File: config.mk
export PLATFORM = sky130hd
export DESIGN_NAME = data_address_generation
export DESIGN_NICKNAME = d
export VERILOG_FILES = /design/src/data_address_generation.v
export VERILOG_INCLUDE_DIRS = /design/src
export SDC_FILE = /design/constraint.sdc
export NUM_CORES = 1
export LEC_CHECK = 0
export ABC_AREA = 1
export BUFFER_PORTS_ARGS = -buffer_cell sky130_fd_sc_hd__clkbuf_2
export CAP_MARGIN = 20
export CORE_AREA = 2 2 192 194
export CTS_BUF_LIST = sky130_fd_sc_hd__clkbuf_4
export CTS_CLUSTER_SIZE = 28
export DETAILED_ROUTE_END_ITERATION = 6
export DIE_AREA = 0 0 194 196
export PLACE_DENSITY_LB_ADDON = 0.3
export SLEW_MARGIN = 20
export SYNTH_ARGS = -nofsm -noshare
export SYNTH_HDL_FRONTEND = slang
export SYNTH_SLANG_ARGS = --single-unit
export TNS_END_PERCENT = 10
File: constraint.sdc
create_clock -name ref_clk -period 11.55 [get_ports ref_clk]
set_clock_uncertainty 0.1 [all_clocks]
set_input_delay 1.7325 -clock ref_clk [delete_from_list [all_inputs] [get_ports ref_clk]]
set_output_delay 1.7325 -clock ref_clk [all_outputs]
set_load 0.01 [all_outputs]
File: src/data_address_generation_defs.vh
`ifndef DATA_ADDRESS_GENERATION_DEFS_VH
`define DATA_ADDRESS_GENERATION_DEFS_VH

// ----------------------------------------------------------------
// Pointer block locations (low byte of each block)
// ----------------------------------------------------------------
`define PTR0_BASE      12'hfe9
`define PTR1_BASE      12'hfe1
`define PTR2_BASE      12'hfd9

// ----------------------------------------------------------------
// Offsets within a pointer block
// ----------------------------------------------------------------
`define OFS_LOW        3'h0
`define OFS_HIGH       3'h1
`define OFS_ACC_OFS    3'h2
`define OFS_PRE_INC    3'h3
`define OFS_POST_DEC   3'h4
`define OFS_POST_INC   3'h5
`define OFS_PLAIN      3'h6
`define BLOCK_SPAN     12'h007

// ----------------------------------------------------------------
// Access bank split and banks
// ----------------------------------------------------------------
`define ACCESS_LOW_MAX 8'h5f
`define LOW_BANK       4'h0
`define SFR_BANK       4'hf
`define IMPL_BANKS     4'h8

// ----------------------------------------------------------------
// Reset values
// ----------------------------------------------------------------
`define PTR_RESET      12'h000
`define BYTE_RESET     8'h00
`define ADDR_RESET     12'h000

`endif

File: src/data_address_generation.v
`timescale 1ns/1ns
`include "data_address_generation_defs.vh"

module data_address_generation (
	input  wire        ref_clk,
	input  wire        nrst,
	input  wire        req_valid,
	input  wire        req_write,
	input  wire        req_commit,
	input  wire        req_full,
	input  wire [11:0] req_full_addr,
	input  wire [7:0]  req_file_addr,
	input  wire        req_access_sel,
	input  wire        req_dest_sel,
	input  wire [7:0]  req_wdata,
	input  wire [3:0]  bank_select_value,
	input  wire [7:0]  accum_value,
	input  wire        extended_set_enable,
	input  wire [7:0]  mem_rdata,
	output reg  [11:0] mem_addr_q,
	output reg         mem_rd_q,
	output reg         mem_wr_q,
	output reg  [7:0]  mem_wdata_q,
	output reg         accum_we_q,
	output reg  [7:0]  accum_wdata_q,
	output reg  [7:0]  rdata_q,
	output reg         rdata_valid_q,
	output wire [11:0] data_pointer_0,
	output wire [11:0] data_pointer_1,
	output wire [11:0] data_pointer_2
);

	// ------------------------------------------------------------
	// Declarations
	// ------------------------------------------------------------
	reg  [11:0] ptr_q [0:2];
	wire [11:0] base  [0:2];
	wire [11:0] ind_part [0:2];
	wire [7:0]  pbyte_part [0:2];
	wire [2:0]  d_hit;
	wire [2:0]  d_virt;
	wire [2:0]  e_hit;
	wire [2:0]  e_virt;
	wire [2:0]  e_preg;
	wire [11:0] acc_ext;
	wire        low_ofs;
	reg  [11:0] dir_addr;
	wire [11:0] ind_addr;
	wire        indirect;
	wire [11:0] eff_addr;
	wire        eff_virtual;
	wire        eff_preg;
	wire [7:0]  preg_byte;
	wire        impl_bank;
	wire        rd_req;
	wire        file_wr;
	wire        accum_wr;
	wire        mem_ok;
	reg         from_mem_q;
	reg  [7:0]  rbyte_q;
	reg         rpend_q;

	assign base[0] = `PTR0_BASE;
	assign base[1] = `PTR1_BASE;
	assign base[2] = `PTR2_BASE;

	assign data_pointer_0 = ptr_q[0];
	assign data_pointer_1 = ptr_q[1];
	assign data_pointer_2 = ptr_q[2];

	// ------------------------------------------------------------
	// Direct address forming
	// ------------------------------------------------------------
	assign low_ofs = (req_file_addr <= `ACCESS_LOW_MAX);

	always @* begin
		if (req_full) begin
			dir_addr = req_full_addr;
		end else if (req_access_sel) begin
			dir_addr = {bank_select_value, req_file_addr};
		end else if (extended_set_enable && low_ofs) begin
			dir_addr = ptr_q[2] + {4'h0, req_file_addr};
		end else if (low_ofs) begin
			dir_addr = {`LOW_BANK, req_file_addr};
		end else begin
			dir_addr = {`SFR_BANK, req_file_addr};
		end
	end

	assign acc_ext = {{4{accum_value[7]}}, accum_value};

	// ------------------------------------------------------------
	// Per pointer decode, indirect address and update
	// ------------------------------------------------------------
	genvar n;
	generate
		for (n = 0; n < 3; n = n + 1) begin : g_ptr
			wire [11:0] d_off;
			wire [11:0] e_off;
			wire [2:0]  d_kind;
			wire [2:0]  e_kind;
			wire        wr_low;
			wire        wr_high;
			wire        self_wr;
			wire        bump;
			reg  [11:0] ptr_d;

			assign d_off  = dir_addr - base[n];
			assign d_kind = d_off[2:0];
			assign d_hit[n]  = (d_off < `BLOCK_SPAN);
			assign d_virt[n] = d_hit[n] && (d_kind >= `OFS_ACC_OFS);

			assign ind_part[n] = !d_virt[n] ? 12'h000 :
				(d_kind == `OFS_ACC_OFS) ? ptr_q[n] + acc_ext :
				(d_kind == `OFS_PRE_INC) ? ptr_q[n] + 12'h001 :
				ptr_q[n];

			assign e_off  = eff_addr - base[n];
			assign e_kind = e_off[2:0];
			assign e_hit[n]  = (e_off < `BLOCK_SPAN);
			assign e_virt[n] = e_hit[n] && (e_kind >= `OFS_ACC_OFS);
			assign e_preg[n] = e_hit[n] && (e_kind <= `OFS_HIGH);

			assign pbyte_part[n] = !e_preg[n] ? 8'h00 :
				(e_kind == `OFS_LOW) ? ptr_q[n][7:0] :
				{4'h0, ptr_q[n][11:8]};

			assign wr_low  = file_wr && e_preg[n] &&
				(e_kind == `OFS_LOW);
			assign wr_high = file_wr && e_preg[n] &&
				(e_kind == `OFS_HIGH);
			assign self_wr = wr_low || wr_high;
			assign bump = req_valid && req_commit && d_virt[n] &&
				(d_kind == `OFS_PRE_INC ||
				 d_kind == `OFS_POST_DEC ||
				 d_kind == `OFS_POST_INC);

			always @* begin
				ptr_d = ptr_q[n];
				if (wr_low) begin
					ptr_d = {ptr_q[n][11:8], req_wdata};
				end else if (wr_high) begin
					ptr_d = {req_wdata[3:0], ptr_q[n][7:0]};
				end else if (bump && !self_wr) begin
					if (d_kind == `OFS_POST_DEC) begin
						ptr_d = ptr_q[n] - 12'h001;
					end else begin
						ptr_d = ptr_q[n] + 12'h001;
					end
				end
			end

			// Update lands at the request edge; no flag output exists
			always @(posedge ref_clk) begin
				if (!nrst) begin
					ptr_q[n] <= `PTR_RESET;
				end else begin
					ptr_q[n] <= ptr_d;
				end
			end
		end
	endgenerate

	// ------------------------------------------------------------
	// Effective address and target class
	// ------------------------------------------------------------
	assign indirect  = |d_virt;
	assign ind_addr  = ind_part[0] | ind_part[1] | ind_part[2];
	assign eff_addr  = indirect ? ind_addr : dir_addr;
	assign eff_virtual = indirect && (|e_virt);
	assign eff_preg  = |e_preg;
	assign preg_byte = pbyte_part[0] | pbyte_part[1] | pbyte_part[2];
	assign impl_bank = (eff_addr[11:8] < `IMPL_BANKS) ||
		(eff_addr[11:8] == `SFR_BANK);

	assign rd_req   = req_valid && !req_write;
	assign file_wr  = req_valid && req_write && !eff_virtual &&
		(req_dest_sel || req_full);
	assign accum_wr = req_valid && req_write && !req_dest_sel &&
		!req_full;
	assign mem_ok   = !eff_virtual && !eff_preg && impl_bank;

	// ------------------------------------------------------------
	// Memory and accumulator strobes
	// ------------------------------------------------------------
	always @(posedge ref_clk) begin
		if (!nrst) begin
			mem_addr_q    <= `ADDR_RESET;
			mem_rd_q      <= 1'b0;
			mem_wr_q      <= 1'b0;
			mem_wdata_q   <= `BYTE_RESET;
			accum_we_q    <= 1'b0;
			accum_wdata_q <= `BYTE_RESET;
		end else begin
			mem_addr_q    <= eff_addr;
			mem_rd_q      <= rd_req && mem_ok;
			mem_wr_q      <= file_wr && mem_ok;
			mem_wdata_q   <= req_wdata;
			accum_we_q    <= accum_wr;
			accum_wdata_q <= req_wdata;
		end
	end

	// ------------------------------------------------------------
	// Read return to the core
	// ------------------------------------------------------------
	always @(posedge ref_clk) begin
		if (!nrst) begin
			from_mem_q    <= 1'b0;
			rbyte_q       <= `BYTE_RESET;
			rpend_q       <= 1'b0;
			rdata_q       <= `BYTE_RESET;
			rdata_valid_q <= 1'b0;
		end else begin
			rpend_q    <= rd_req;
			from_mem_q <= mem_ok;
			if (eff_virtual || !impl_bank) begin
				rbyte_q <= 8'h00;
			end else begin
				rbyte_q <= preg_byte;
			end
			rdata_valid_q <= rpend_q;
			if (rpend_q) begin
				rdata_q <= from_mem_q ? mem_rdata : rbyte_q;
			end
		end
	end

endmodule // data_address_generation

==> metrics.cfg, run 1 <==
[status]
status=finished clean

[grt]
grt-ovfl-total=0
grt_use_total_pct=21.7
grt_first_pass_wirelength_um=64500
grt_pass1_vias=11461
grt_max_degree=44
grt_antenna_before_repair=1

[power_and_ir_drop]
p_sw_mw=0.333
max-vdd-ir-drop_mv=0.0388
leakage_nw=5.84
p_seq_share_pct=37.9
combPwrFrac_pct=37.7
intPower_mw=0.406
p_per_area_mw_per_mm2=63.0
p_clk_share_pct=24.4
p_sw_share_pct=45.0

[setup_path]
cp_data_required_time_ns=11.94
cp_common_cell=nand2_1
timing.critical_path.slowest_stage_cell=nor2_2
reg2reg_depth=34
startpoint_type=input port
worst-setup-path-type=input port to flop
crit_path_end_kind=flop
r2r_end=ptr_q[1][6]$_SDFFE_PN0P_
critPathMaxStageDelay_ns=0.59
crit_path_max_fanout=13
reg2reg_setup_slack_ns=4.18
worstPathArrival_ns=8.37
reg2reg_from=ptr_q[2][0]$_SDFFE_PN0P_

[drt]
met3_length_um=2360
postRouteAntennaNets=0
post_drt_wl_per_cell_um=17.6
wl_um=42100
routed.top_layer=met4
vias=12240
detail_route.iter0.violations=1037
wl_met2_um=19600
via_per_inst=5.11
firstDrtPassIters=5
wl_met1_um=18700
drc=0

[place]
hpwlAfterDp_um=33100
gp_congestion=0.940
place_area_mm2=0.0116
portBuffers=132

[floorplanning]
ios=133
num_rows=70
die-area_mm2=0.0380
die_x_um=194
fp.dieH_um=196
fp.coreArea_mm2=0.0361
start_util_pct=29.6

[timing]
drv_slew=0
period_needed_ns=7.98
max_freq_mhz=125
worstMarginPinSlew_ns=0.946
slew_headroom_pct=37.0
rsz0062_at_grt=false
finalSetupViolCount=0
hold_viol=0
post-route-period-util_pct=69.1
fin_setup_tns_ns=0

[finish]
drive_gt1_share_pct=14.0
fillers=4123
multi_input_area_mm2=0.00792
area_growth_pct=9.88
final_nets=2037
design_area_mm2=0.0117
utilization_pct=32.5
regArea_mm2=0.00156

[clock_tree]
clk_latency_ns=0.55
post_cts_buffers=0
holdBufCountCts=0
numClockSinks=78
cts_resized=0
clkTransAtPathRegs_ns=0.16
cts_made_buffers=9
ctsRootBufferMaster=clkbuf_4
cts_max_level=3
tritoncts=built
clock_path_buffers=2

[yosys]
ys_warn_count=0
netlist_area_mm2=0.0107
synth_edf_count=0
ys.flop_type=dfxtp_1
synth.most_common_cell=nand2_1
synth_cell_types=56
synth_seq_cells=78
synth_cells=1835
synth.top_cells.by_area=nand2_1, dfxtp_1, nor2_1
synth_common_cells=nand2_1, nor2_1, inv_1
seq_area_frac_synth_pct=14.6
synth_fp_nets=1953
yosysTopAreaCellShare_pct=17.2
synth_area_per_cell_um2=5.82
synthArstFlopShare_pct=0
synth_area_leader_cell=nand2_1

[min_path]
min_path_cells=2
hold_end=rdata_q[6]$_SDFFE_PN0P_
hp-class=flop to flop
hp-start=rbyte_q[6]$_SDFF_PP0_

[job]
cap_violations=0

-- area by class of cell --
| cell class | count | share of cell area [%] |
|---|---|---|
| multi-input cells | 1474 | 67.5 |
| flip-flops and latches | 78 | 13.3 |
| inverters | 217 | 6.97 |
| repair buffers | 139 | 6.08 |
| well taps | 468 | 4.99 |
| clock buffers | 9 | 0.576 |
| clock inverters | 7 | 0.533 |
| diodes | 1 | 0.0213 |
-- cell usage in the layout, fill, tap and decap left out, types with 3 or more instances in the layout --
cell type / n
xor2_1: 60
nor2_1: 229
clkbuf_2: 132
a31oi_1: 20
nand4_4: 4
or2_2: 3
buf_4: 7
nand2_2: 25
inv_6: 4
nand4_1: 40
xnor2_1: 16
o22ai_1: 6
inv_1: 195
ha_1: 57
nand3b_1: 4
nor3_1: 24
clkinv_1: 6
nand3_2: 12
dfxtp_1: 78
o211ai_1: 18
nand2_1: 488
inv_2: 14
o21ai_1: 17
a21oi_1: 95
nand2_4: 10
a211oi_1: 7
clkbuf_4: 9
o21ai_0: 106
fa_1: 4
nand3_1: 164
o2111ai_1: 4
nor4_1: 3
nor2_2: 18
a21oi_4: 3
nor2_4: 10
-- worst max-delay path by stage --
stage                                start                   endpoint  slack, ns
after floorplan           req_file_addr[0]  ptr_q[2][11]$_SDFFE_PN0P_       5.23
after global placement    req_file_addr[0]   ptr_q[1][7]$_SDFFE_PN0P_       3.29
after detailed placement  req_file_addr[0]   ptr_q[1][6]$_SDFFE_PN0P_       3.19
after CTS                 req_file_addr[0]   ptr_q[1][6]$_SDFFE_PN0P_       3.73
after global routing      req_file_addr[0]   ptr_q[1][4]$_SDFFE_PN0P_       3.02
final                     req_file_addr[0]   ptr_q[1][6]$_SDFFE_PN0P_       3.57
-- metrics by stage --
| stage | power, mW | setup slack, ns | hold slack (ns) | cells |
|---|---|---|---|---|
| floorplan | 0.480 | 5.23 | 0.343 | 1835 |
| global placement | 0.562 | 3.29 | 0.361 | 2376 |
| detailed placement | 0.561 | 3.19 | 0.369 | 2376 |
| CTS | 0.742 | 3.73 | 0.389 | 2392 |
| global route | 0.786 | 3.02 | 0.424 | 2393 |
| finish | 0.739 | 3.57 | 0.385 | 2393 |
-- flip-flops by register name, summed over array words and instances, names as in the netlist --
signal,flops
accum_wdata_q,8
accum_we_q,1
from_mem_q,1
mem_addr_q,12
mem_rd_q,1
mem_wr_q,1
ptr_q,36
rbyte_q,8
rdata_q,8
rdata_valid_q,1
rpend_q,1
-- critical path, delay by kind of cell --
family / cells / cell delay, ns
fa+ha+maj: 3 / 0.96
simple gates: 34 / 5.46
buf+inv: 1 / 0.09
compound gates: 1 / 0.10
-- power by group through the flow --
stage          clock network (mW)  logic (mW)  registers, mW
4_1_cts                     0.185       0.277          0.280
2_1_floorplan                   0       0.192          0.288
6_report                    0.181       0.278          0.280
5_1_grt                     0.194       0.311          0.281
3_5_place_dp                    0       0.275          0.286
3_3_place_gp                    0       0.276          0.286
-- layer usage --
metal | track usage [%] | up-vias
li1 | - | 6159
met1 | 28.1 | 5619
met2 | 36.6 | 382
met3 | 3.37 | 80
met4 | 7.52 | 0
met5 | 0 | -
-- cells by family after synthesis --
logic type / synth area share [%]
AO/OA/AOI/OAI: 15.6
XOR/XNOR: 6.38
adder cells (fa/ha/maj): 7.43
flip-flops: 14.6
buffers and inverters: 11.2
AND/OR/NAND/NOR: 44.8
Power figures use the tool's default switching activity.
==> inputs of run 2 (changes only) <==
- clock period: 11.55 -> 7.38 ns (I/O delays scaled with it)
==> run 2 against run 1 <==
Net effect:
- critical path depth fell by 4
- highest routed layer is now met5
- combinational power grew 64%
- register-to-register slack lost 3.3 ns
- largest cell class unchanged
- sequential power grew 56%
==> metrics.cfg, run 2 (same netlist as run 1, synthesis figures left out) <==
[min_path]
min_path_cells=2  ; unchanged
hp-start=rbyte_q[7]$_SDFF_PP0_  ; was rbyte_q[6]$_SDFF_PP0_
hold_end=rdata_q[7]$_SDFFE_PN0P_  ; was rdata_q[6]$_SDFFE_PN0P_
hp-class=flop to flop  ; unchanged

[timing]
finalSetupViolCount=0  ; unchanged
drv_slew=0  ; unchanged
fin_setup_tns_ns=0  ; unchanged
max_freq_mhz=152
post-route-period-util_pct=89.0
slew_headroom_pct=40.8  ; was 37.0%
hold_viol=0  ; unchanged
worstMarginPinSlew_ns=0.888  ; was 0.946 ns
period_needed_ns=6.57
rsz0062_at_grt=false  ; unchanged

[finish]
reg_top3=ptr_q (36), mem_addr_q (12)  ; unchanged
design_area_mm2=0.0119  ; was 0.0117 mm2
final_cell_mix=nand2_1, nor2_1, inv_1  ; unchanged
largest_reg_flops=36  ; unchanged
fillers=4145  ; was 4123
area_growth_pct=11.5  ; was 9.88%
utilization_pct=33.0  ; was 32.5%
final_common_cell=nand2_1  ; unchanged
regArea_mm2=0.00156  ; unchanged
largest-register=ptr_q  ; unchanged
multi_input_area_mm2=0.00792  ; unchanged
drive_gt1_share_pct=15.0  ; was 14.0%
final_nets=2061  ; was 2037
final_cells=2417  ; was 2393

[drt]
postRouteAntennaNets=0  ; unchanged
post_drt_wl_per_cell_um=17.6  ; about the same
firstDrtPassIters=6  ; was 5
via_per_inst=5.12  ; was 5.11
wl_um=42600  ; was 42100 um
detail_route.iter0.violations=1246  ; was 1037
drc=0  ; unchanged
vias=12367  ; was 12.2k

[setup_path]
crit_path_max_fanout=20  ; was 13
cp_common_cell=nand2_1  ; unchanged
worstPathArrival_ns=6.88  ; was 8.37 ns
timing.critical_path.slowest_stage_cell=nand2_1  ; was nor2_2
startpoint_type=input port  ; unchanged
reg2reg_setup_slack_ns=0.89  ; was 4.18 ns
cp_data_required_time_ns=7.69  ; was 11.94 ns
crit_start=req_file_addr[7]  ; was req_file_addr[0]
crit_path_end_kind=flop  ; unchanged
reg2reg_from=ptr_q[2][4]$_SDFFE_PN0P_  ; was ptr_q[2][0]$_SDFFE_PN0P_
r2r_end=ptr_q[1][11]$_SDFFE_PN0P_  ; was ptr_q[1][6]$_SDFFE_PN0P_
reg2reg_depth=35  ; was 34
critPathMaxStageDelay_ns=0.44  ; was 0.59 ns
worst-setup-path-type=input port to flop  ; unchanged

[clock_tree]
numClockSinks=78  ; unchanged
tritoncts=built  ; unchanged
ctsRootBufferMaster=clkbuf_4  ; unchanged
cts_resized=0  ; unchanged
holdBufCountCts=0  ; unchanged
clock_path_buffers=2  ; unchanged
clk_latency_ns=0.53  ; was 0.55 ns
cts_max_level=3  ; unchanged
clkTransAtPathRegs_ns=0.14  ; was 0.16 ns
cts_made_buffers=9  ; unchanged
post_cts_buffers=0  ; unchanged

[place]
hpwlAfterDp_um=33800  ; was 33100 um
dp_cells=2400  ; was 2376
portBuffers=132  ; unchanged
gp_congestion=0.963  ; was 0.940
place_area_mm2=0.0118  ; was 0.0116 mm2

[power_and_ir_drop]
max-vdd-ir-drop_mv=0.0759  ; was 0.0388 mV
p_per_area_mw_per_mm2=98.2  ; was 63.0 mW/mm2
p_total_mw=1.17  ; was 0.739 mW
leakage_nw=5.96  ; was 5.84 nW

[grt]
grt_pass1_vias=11604  ; was 11.5k
grt-ovfl-total=0  ; unchanged
grt_antenna_before_repair=1  ; unchanged
grt_max_degree=43  ; was 44
grt_use_total_pct=21.9  ; was 21.7%
grt_first_pass_wirelength_um=65400  ; was 64500 um

[floorplanning]
fp.dieH_um=196  ; unchanged
die_x_um=194  ; unchanged
start_util_pct=29.6  ; unchanged
die-area_mm2=0.0380  ; unchanged
num_rows=70  ; unchanged
ios=133  ; unchanged
fp.coreArea_mm2=0.0361  ; unchanged

[job]
cap_violations=0  ; unchanged

[status]
status=finished clean  ; unchanged

## run 2: changes by cell type in the layout (fill, tap and decap cells not counted), sizes merged
cell,change
clkinv,+1
clkinvlp,+1
inv,-2
buf,+24
## run 2: area by class of cell
cell class | instances | share of cell area, %
Tap cell | 468 | 4.92
Multi-Input combinational cell | 1474 | 66.5
Sequential cell | 78 | 13.1
Antenna cell | 1 | 0.0210
Inverter | 217 | 6.87
Clock buffer | 9 | 0.567
Timing Repair Buffer | 163 | 7.50
Clock inverter | 7 | 0.483
## run 2: how the worst max path moves through the flow
| stage | to | slack, ns | cells after the start |
|---|---|---|---|
| detailed placement | ptr_q[1][11]$_SDFFE_PN0P_ | 0.35 | 35 |
| global placement | ptr_q[1][11]$_SDFFE_PN0P_ | 0.27 | 35 |
| floorplan | ptr_q[2][11]$_SDFFE_PN0P_ | 1.69 | 41 |
| CTS | ptr_q[1][11]$_SDFFE_PN0P_ | 0.90 | 35 |
| finish | ptr_q[1][11]$_SDFFE_PN0P_ | 0.81 | 35 |
| global route | ptr_q[1][11]$_SDFFE_PN0P_ | 0.25 | 32 |
## run 2: power breakdown
part	internal [mW]	switching, mW	total [mW]	leakage [nW]
Combinational	0.136	0.320	0.456	5.26
Sequential	0.432	0.00585	0.438	0.635
Clock	0.0735	0.202	0.276	0.0648
Total	0.642	0.528	1.17	5.96
## run 2: metrics by stage
step                hold slack (ns)  setup slack (ns)
floorplan                     0.343              1.69
global placement              0.359             0.272
detailed placement            0.361             0.349
CTS                           0.381             0.897
global route                  0.410             0.247
finish                        0.377             0.814
## run 2: layer usage
metal  GRT usage [%]  part of all wire [%]
met5           0.894                  0.10
met3            3.92                   7.2
met4            8.56                   3.8
met2            36.5                    46
met1            28.0                    43
## run 2: worst max-delay path, delay by kind of cell
family	cells	cell delay (ns)
xor+xnor	1	0.16
fa+ha+maj	1	0.38
buf+inv	3	0.42
simple gates	30	4.80
